--- src/pkg/wdrd_pkg.sv ---
// Purpose: Shared constants and types for the runaway-detecting watchdog.
// Assumes: AHB-Lite word registers, one 20 MHz system clock.
// Notes: Mode register layout is carried by a packed struct.
package wdrd_pkg;

  // Register byte offsets
  localparam logic [7:0] WDRD_OFS_MODE = 8'h00;
  localparam logic [7:0] WDRD_OFS_SVC = 8'h04;
  localparam logic [7:0] WDRD_OFS_STAT = 8'h08;
  localparam logic [7:0] WDRD_OFS_MASK = 8'h0c;
  localparam logic [7:0] WDRD_OFS_CNT = 8'h10;

  // Service codes
  localparam logic [7:0] WDRD_CODE_DISABLE = 8'hb1;
  localparam logic [7:0] WDRD_CODE_CLEAR = 8'h4e;

  // Mode register: enable, period select, reserved, idle run, reset select, reserved
  typedef struct packed {
    logic en;
    logic [2:0] per;
    logic rsv3;
    logic idle_run;
    logic rst_sel;
    logic rsv0;
  } wdrd_mode_t;

  localparam logic [7:0] WDRD_MODE_RST = 8'h82;
  localparam logic [7:0] WDRD_MODE_WMASK = 8'hf6;

  // Status and mask layout
  localparam int WDRD_STAT_NMI_BIT = 0;
  localparam logic [0:0] WDRD_STAT_RST = 1'h0;
  localparam logic [0:0] WDRD_MASK_RST = 1'h0;

  // Period: 2^(BASE + STEP*sel) cycles, codes above MAX clamp to the longest
  localparam int WDRD_PER_BASE = 15;
  localparam int WDRD_PER_STEP = 2;
  localparam logic [2:0] WDRD_PER_MAX = 3'h5;
  localparam int WDRD_CNT_W = 25;

  // Internal reset length in system clock states
  localparam int WDRD_RST_HOLD_CYC = 32;

  // Captured AHB address phase
  typedef struct packed {
    logic valid;
    logic write;
    logic [7:0] addr;
  } wdrd_aphase_t;

endpackage : wdrd_pkg

--- src/verilog/wdrd_top.sv ---
// Purpose: Watchdog that detects processor runaway and raises NMI or internal reset.
// Assumes: idle and debug indications come from logic on hclk; software is sole partner.
// Notes: Writes are zero wait; reads insert one wait state so data is never stale.
// Functional notes
// - Service code byte is write-only; 0xB1 disables, 0x4E clears, others reserved.
// - Binary counter on system clock; period 2^15..2^25 chosen by period select.
// - Overflow with reset select 0 raises the watchdog NMI.
// - Watchdog NMI sets the watchdog flag in the NMI source flag register.
// - Overflow with reset select 1 asserts 32-cycle internal reset, then clock reinit.
// - Counting starts immediately after any reset release.
// - In IDLE the idle-run bit decides counting; debug stops it.
// - Counter halts while the processor is in debug mode.
// - Period select resets to 000, the shortest period.
// - Enable bit resets to 1, watchdog running.
// - Disable needs enable cleared first, then 0xB1; counter is then cleared.
// - Writing enable bit 1 re-enables the watchdog, no unlock code.
// - Reset select resets to 1, overflow gives internal reset.
// - Writing 0x4E clears the counter, which resumes from zero.
// - Period select 011 gives 2^21 cycles.
// - Mode bits: enable 7, period 6..4, idle run 2, reset select 1; 110/111 prohibited.
module wdrd_top
  import wdrd_pkg::*;
#(
  parameter int CNT_W = WDRD_CNT_W
) (
  // Clock and reset
  input wire logic hclk,
  input wire logic hresetn,
  // AHB-Lite slave
  input wire logic hsel,
  input wire logic [31:0] haddr,
  input wire logic [1:0] htrans,
  input wire logic hwrite,
  input wire logic [2:0] hsize,
  input wire logic hready,
  input wire logic [31:0] hwdata,
  output logic [31:0] hrdata,
  output logic hreadyout,
  output logic hresp,
  // Processor state
  input wire logic idle_i,
  input wire logic debug_i,
  // Watchdog outputs
  output logic watchdog_interrupt,
  output logic sys_reset_req,
  output logic clk_reinit,
  output logic irq
);

  // Bus state
  wdrd_aphase_t ap_q;
  logic rd_wait_q;
  logic [31:0] hrdata_q;
  logic hreadyout_q;

  // Watchdog state
  wdrd_mode_t mode_q;
  logic run_q;
  logic [CNT_W-1:0] cnt_q;
  logic [5:0] hold_q;
  logic sys_reset_q;
  logic clk_reinit_q;
  logic nmi_q;
  logic [0:0] stat_q;
  logic [0:0] mask_q;
  logic irq_q;

  // Period mask: counter overflows when all bits below the period are ones
  function automatic logic [CNT_W-1:0] wdrd_per_mask(input logic [2:0] sel);
    logic [2:0] s;
    int n;
    s = (sel > WDRD_PER_MAX) ? WDRD_PER_MAX : sel;
    n = WDRD_PER_BASE + WDRD_PER_STEP * int'(s);
    wdrd_per_mask = CNT_W'((64'h1 << n) - 64'h1);
  endfunction : wdrd_per_mask

  // Address decode
  wire addr_take = hsel && htrans[1] && hready;
  wire wr_phase = ap_q.valid && ap_q.write;
  wire wr_mode = wr_phase && (ap_q.addr == WDRD_OFS_MODE);
  wire wr_svc = wr_phase && (ap_q.addr == WDRD_OFS_SVC);
  wire wr_stat = wr_phase && (ap_q.addr == WDRD_OFS_STAT);
  wire wr_mask = wr_phase && (ap_q.addr == WDRD_OFS_MASK);
  wire [7:0] svc_code = hwdata[7:0];
  wire svc_clear = wr_svc && (svc_code == WDRD_CODE_CLEAR);
  wire svc_dis_code = wr_svc && (svc_code == WDRD_CODE_DISABLE);
  // Unlock only takes effect once the enable bit already reads 0
  wire svc_disable = svc_dis_code && !mode_q.en;
  wire en_write_one = wr_mode && hwdata[7];
  wire holding = sys_reset_q;

  // Counting conditions
  wire idle_ok = !idle_i || mode_q.idle_run;
  wire count_en = run_q && !debug_i && idle_ok && !holding;
  wire [CNT_W-1:0] per_mask = wdrd_per_mask(mode_q.per);
  wire at_top = ((cnt_q & per_mask) == per_mask);
  // A clear in the same cycle counts as a timely service and cancels the overflow
  wire ovf = count_en && at_top && !svc_clear && !svc_disable;
  wire ovf_nmi = ovf && !mode_q.rst_sel;
  wire ovf_rst = ovf && mode_q.rst_sel;
  wire hold_end = holding && (hold_q == 6'(WDRD_RST_HOLD_CYC - 1));

  // Read mux
  wire [31:0] rd_val =
      (ap_q.addr == WDRD_OFS_MODE) ? {24'h0, mode_q} :
      (ap_q.addr == WDRD_OFS_STAT) ? {31'h0, stat_q} :
      (ap_q.addr == WDRD_OFS_MASK) ? {31'h0, mask_q} :
      (ap_q.addr == WDRD_OFS_CNT) ? 32'(cnt_q) :
      32'h0;

  // Status next value: hardware set wins over software clear
  wire [0:0] stat_d = (wr_stat ? (stat_q & ~hwdata[0:0]) : stat_q) | {ovf_nmi};
  wire [0:0] mask_d = wr_mask ? hwdata[0:0] : mask_q;

  // AHB address phase capture
  always_ff @(posedge hclk or negedge hresetn) begin
    if (!hresetn) begin
      ap_q <= '0;
    end else if (hready) begin
      ap_q <= '{valid: addr_take, write: hwrite, addr: {haddr[7:2], 2'h0}};
    end
  end

  // Reads take one wait state; hsize is accepted as word for all accesses
  always_ff @(posedge hclk or negedge hresetn) begin
    if (!hresetn) begin
      rd_wait_q <= 1'b0;
      hreadyout_q <= 1'b1;
      hrdata_q <= 32'h0;
    end else if (addr_take && !hwrite) begin
      rd_wait_q <= 1'b1;
      hreadyout_q <= 1'b0;
    end else if (rd_wait_q) begin
      rd_wait_q <= 1'b0;
      hreadyout_q <= 1'b1;
      hrdata_q <= rd_val;
    end
  end

  // Mode register; a completed internal reset restores the defaults
  always_ff @(posedge hclk or negedge hresetn) begin
    if (!hresetn) begin
      mode_q <= wdrd_mode_t'(WDRD_MODE_RST);
    end else if (hold_end) begin
      mode_q <= wdrd_mode_t'(WDRD_MODE_RST);
    end else if (wr_mode) begin
      mode_q <= wdrd_mode_t'(hwdata[7:0] & WDRD_MODE_WMASK);
    end
  end

  // Run state: clearing the enable bit alone keeps the watchdog running
  always_ff @(posedge hclk or negedge hresetn) begin
    if (!hresetn) begin
      run_q <= 1'b1;
    end else if (hold_end || en_write_one) begin
      run_q <= 1'b1;
    end else if (svc_disable) begin
      run_q <= 1'b0;
    end
  end

  // Binary counter
  always_ff @(posedge hclk or negedge hresetn) begin
    if (!hresetn) begin
      cnt_q <= '0;
    end else if (svc_clear || svc_disable || ovf || holding) begin
      cnt_q <= '0;
    end else if (count_en) begin
      cnt_q <= cnt_q + CNT_W'(1);
    end
  end

  // Internal reset hold and clock reinit
  always_ff @(posedge hclk or negedge hresetn) begin
    if (!hresetn) begin
      sys_reset_q <= 1'b0;
      hold_q <= 6'h00;
      clk_reinit_q <= 1'b0;
    end else begin
      clk_reinit_q <= hold_end;
      if (ovf_rst) begin
        sys_reset_q <= 1'b1;
        hold_q <= 6'h00;
      end else if (hold_end) begin
        sys_reset_q <= 1'b0;
      end else if (holding) begin
        hold_q <= hold_q + 6'h01;
      end
    end
  end

  // NMI pulse, source flag, mask and interrupt
  always_ff @(posedge hclk or negedge hresetn) begin
    if (!hresetn) begin
      nmi_q <= 1'b0;
      stat_q <= WDRD_STAT_RST;
      mask_q <= WDRD_MASK_RST;
      irq_q <= 1'b0;
    end else begin
      nmi_q <= ovf_nmi;
      stat_q <= stat_d;
      mask_q <= mask_d;
      irq_q <= |(stat_d & mask_d);
    end
  end

  assign hrdata = hrdata_q;
  assign hreadyout = hreadyout_q;
  assign hresp = 1'b0;
  assign watchdog_interrupt = nmi_q;
  assign sys_reset_req = sys_reset_q;
  assign clk_reinit = clk_reinit_q;
  assign irq = irq_q;
endmodule : wdrd_top
--- config.mk ---
export PLATFORM = sky130hd
export DESIGN_NAME = wdrd_top
export DESIGN_NICKNAME = d
export VERILOG_FILES = /design/src/pkg/wdrd_pkg.sv /design/src/verilog/wdrd_top.sv
export SDC_FILE = /design/constraint.sdc
export NUM_CORES = 1
export LEC_CHECK = 0
export ABC_AREA = 1
export BUFFER_PORTS_ARGS = -buffer_cell sky130_fd_sc_hd__buf_2
export CELL_PAD_IN_SITES_DETAIL_PLACEMENT = 0
export CELL_PAD_IN_SITES_GLOBAL_PLACEMENT = 1
export CORE_UTILIZATION = 34
export DETAILED_ROUTE_END_ITERATION = 12
export MAX_ROUTING_LAYER = met4
export PLACE_DENSITY = 0.81
export SLEW_MARGIN = 10
export SYNTH_ARGS = -nofsm -noshare
export SYNTH_HDL_FRONTEND = slang
export SYNTH_SLANG_ARGS = --single-unit
--- constraint.sdc ---
create_clock -name hclk -period 1.7 [get_ports hclk]
set_clock_uncertainty 0.1 [all_clocks]
set_input_delay 0 -clock hclk [delete_from_list [all_inputs] [get_ports hclk]]
set_output_delay 0 -clock hclk [all_outputs]
set_load 0.01 [all_outputs]
==> qor.csv <==
stage;metric;value;unit
run_status;status;finished, violations left;
run_status;violations;design-rule violations, negative setup slack;
cts;clk_pin_slew;70;ps
setup_path;cp_max_fo;5;
setup_path;rrSetupSlack;-200;ps
global_routing;grt_overflow;0;
timing;post-route-period-util;1.116;
cts;cts_tree;done;
global_routing;antenna_found_initial;0;
placed_design;dpl_cell_area;4971;um2
flow_run;cap_violations;0;
global_routing;grt_max_degree;38;
timing;whs;87.20;ps
timing;setup_slack;-197.6;ps
logic_synthesis;synth_top_area_frac;0.4635;
setup_path;cp.arrival;2080;ps
floorplan;fp-row-count;39;
logic_synthesis;synth_ff_type;dfrtp_1;
timing;report.final.slew_viol_count;0;
setup_path;crit_type;flop to flop;
setup_path;cp-end-kind;flop;
placed_design;place_inst;751;
timing;rsz0062_at_grt;yes;
logic_synthesis;yosys.cell_types.count;39;
route;ant_nets;0;
route;drtPass1Iterations;10;
cts;clock_latency;340;ps
route;drt-initial-drc-count;165;
logic_synthesis;synth_edf_count;0;
timing;fmax;527.0;MHz
global_routing;track_usage;0.1991;
floorplan;fp.dieW;111.1;um
timing;setup_viol;33;
setup_path;reg2reg_depth;13;
power_and_ir_drop;p_int;0.003464;W
setup_path;rr_endpoint;cnt_q[18];
cells_and_area;nets;742;
logic_synthesis;ys_top_cells_by_area;dfrtp_1, nand2_1, inv_1, nand3_1, nor2_1;
cells_and_area;design_area;6018;um2
cells_and_area;stdcell_count;811;
setup_path;start_kind;flop;
logic_synthesis;synth_area_leader_cell;dfrtp_1;
power_and_ir_drop;p_per_area;803.2;nW/um2
logic_synthesis;synth-seq-cells;79;
placed_design;portBuffers;51;
power_and_ir_drop;total_power;0.004834;W
cells_and_area;syn2layout_area_growth;48.64;%
floorplan;die_h;111.1;um
placed_design;place_hpwl;8079;um
power_and_ir_drop;pwr-share-seq;0.439;
power_and_ir_drop;p_comb_frac;0.180;
route;num_vias;3927;
cells_and_area;antennaDiodeCount;0;
floorplan;die_area;12350;um2
power_and_ir_drop;p_leak;2.912;nW
setup_path;r2r_start;cnt_q[1];
logic_synthesis;ys_seq_area_frac;0.4895;
power_and_ir_drop;switchingPower;0.001369;W
cts;cts.sinks;79;
route;totalWireLength;11610;um
cts;cts_buffer_depth;2;
floorplan;ios;114;
cts;cts-htree-levels;3;
timing;maxSlewHeadroom;0.6609;
min_path;hp-class;input pin to async pin;
global_routing;grt_pass1_wl;18800;um
logic_synthesis;ys_top_cells_by_count;nand2_1, dfrtp_1, inv_1;
floorplan;core_area;11520;um2
timing;worst_pin_slew;508.6;ps
setup_path;required;1880;ps
logic_synthesis;yosysMostFrequentCell;nand2_1;
route;drc_errors;5;
timing;hold_viol_final;0;
route;wl_per_cell;14.32;um
cells_and_area;drive_gt1_frac;0.3578;
timing;setup_tns;-3321;ps
cells_and_area;fillers;1054;
cts;cts_buffers;9;
logic_synthesis;async_flop_share;1.000;
cts;cts-root-buf;clkbuf_16;
timing;min_period;1898;ps
logic_synthesis;synthesis.area;4049;um2
power_and_ir_drop;vdd_ir_drop_max;0.4430;mV
floorplan;start_util;0.3516;
logic_synthesis;synth_area_per_cell;8.114;um2
power_and_ir_drop;swShare;0.2833;
logic_synthesis;ys.warnings.count;0;
power_and_ir_drop;clkPwrFrac;0.382;
logic_synthesis;synthCells;499;
global_routing;grt_pass1_vias;3963;
route;routed_via_density;4.842;
placed_design;gp_congestion;0.8841;
-- cell usage in the layout, fill, tap and decap left out, drive strengths merged --
cell,n
a21boi,1
a21oi,11
a31o,1
a31oi,1
buf,138
clkbuf,10
clkinv,2
clkinvlp,2
conb,8
dfrtp,75
dfstp,4
dlygate4sd3,26
ha,3
inv,74
mux2,1
nand2,113
nand3,47
nand3b,2
nand4,14
nor2,55
nor3,13
nor3b,1
nor4,1
o2111ai,1
o21a,7
o21ai,20
o221ai,5
o311ai,1
o31ai,14
o41ai,1
or2,1
xnor2,2
xor2,13
-- stage by stage --
step                  util  worst slack (ps)
global placement    0.4317            -126.8
finish              0.5226            -197.6
detailed placement  0.4317            -191.0
global route        0.5226            -326.8
CTS                 0.4975            -132.9
floorplan                -             2.421
-- timing repair --
action                                  CTS  global route
buffers inserted                          5            12
hold buffers                             26             0
resized for setup                        40            66
pin swaps                                14            28
endpoints found under the setup margin   33            44
cloned                                    3             0
hold endpoints to repair                 97             0
-- final cells by class --
| type | instances | area (um2) | share of cell area |
|---|---|---|---|
| multi-input combinational | 337 | 2027 | 0.3368 |
| sequential | 79 | 1982 | 0.3293 |
| timing repair buffer | 164 | 1271 | 0.2112 |
| inverter | 72 | 276.5 | 0.04595 |
| clock buffer | 10 | 229.0 | 0.03805 |
| tap | 143 | 178.9 | 0.02973 |
| clock inverter | 6 | 53.80 | 0.008940 |
-- kinds of logic (layout without fill, tap and decap cells) --
logic type | count (synthesis) | in the layout | synth area share
AO/OA/AOI/OAI | 63 | 63 | 0.1001
XOR/XNOR | 15 | 15 | 0.03245
adder cells (fa/ha/maj) | 3 | 3 | 0.009272
buffers and inverters | 90 | 252 | 0.09363
flip-flops | 79 | 79 | 0.4895
multiplexers | 1 | 1 | 0.002781
other | 1 | 8 | 0.0009262
AND/OR/NAND/NOR | 247 | 247 | 0.2713
-- worst max path at each step --
stage | from | end | slack (ps) | cells past startpoint
2_1_floorplan | run_q | cnt_q[19] | 2 | 9
3_3_place_gp | run_q | hold_q[3] | -130 | 12
3_5_place_dp | run_q | hold_q[3] | -190 | 13
4_1_cts | run_q | hold_q[3] | -130 | 13
5_1_grt | cnt_q[1] | hold_q[3] | -330 | 14
6_report | cnt_q[1] | cnt_q[18] | -200 | 13
-- worst max-delay path, cell delays in order (launching register included) --
cell and delay [ps]:
dfrtp_1 420, ha_2 190, nand2_2 80, nor2_1 50
nand2_1 80, nor2_2 50, nand2_2 80, nor2_4 50
buf_6 110, nor2_4 170, inv_4 90, buf_12 150
a21oi_2 100, o21a_1 130
-- per-layer routing --
metal | global-route usage | vias up | routed length, um
li1 | - | 1945 | -
met1 | 0.2319 | 1859 | 4976
met2 | 0.3447 | 100 | 5910
met3 | 0.03937 | 23 | 479
met4 | 0.06486 | 0 | 244
met5 | - | - | 0
-- power by group through the flow --
stage	sequential, W	clock [W]	combinational, W
3_3_place_gp	0.00215	0	0.000631
4_1_cts	0.00212	0.00189	0.000748
2_1_floorplan	0.00218	0	0.000291
5_1_grt	0.00213	0.00196	0.000961
6_report	0.00212	0.00184	0.000869
3_5_place_dp	0.00215	0	0.000644
-- sequential cells by signal, summed over array words and instances (netlist names) --
register / count
cnt_q: 25
clk_reinit: 1
watchdog_interrupt: 1
run_q: 1
hold_q: 6
rd_wait_q: 1
stat_q: 1
mask_q: 1
irq: 1
mode_q: 6
sys_reset_req: 1
ap_q: 8
hrdata: 25
hreadyout: 1
No activity file was read; power rests on OpenSTA's default activity.
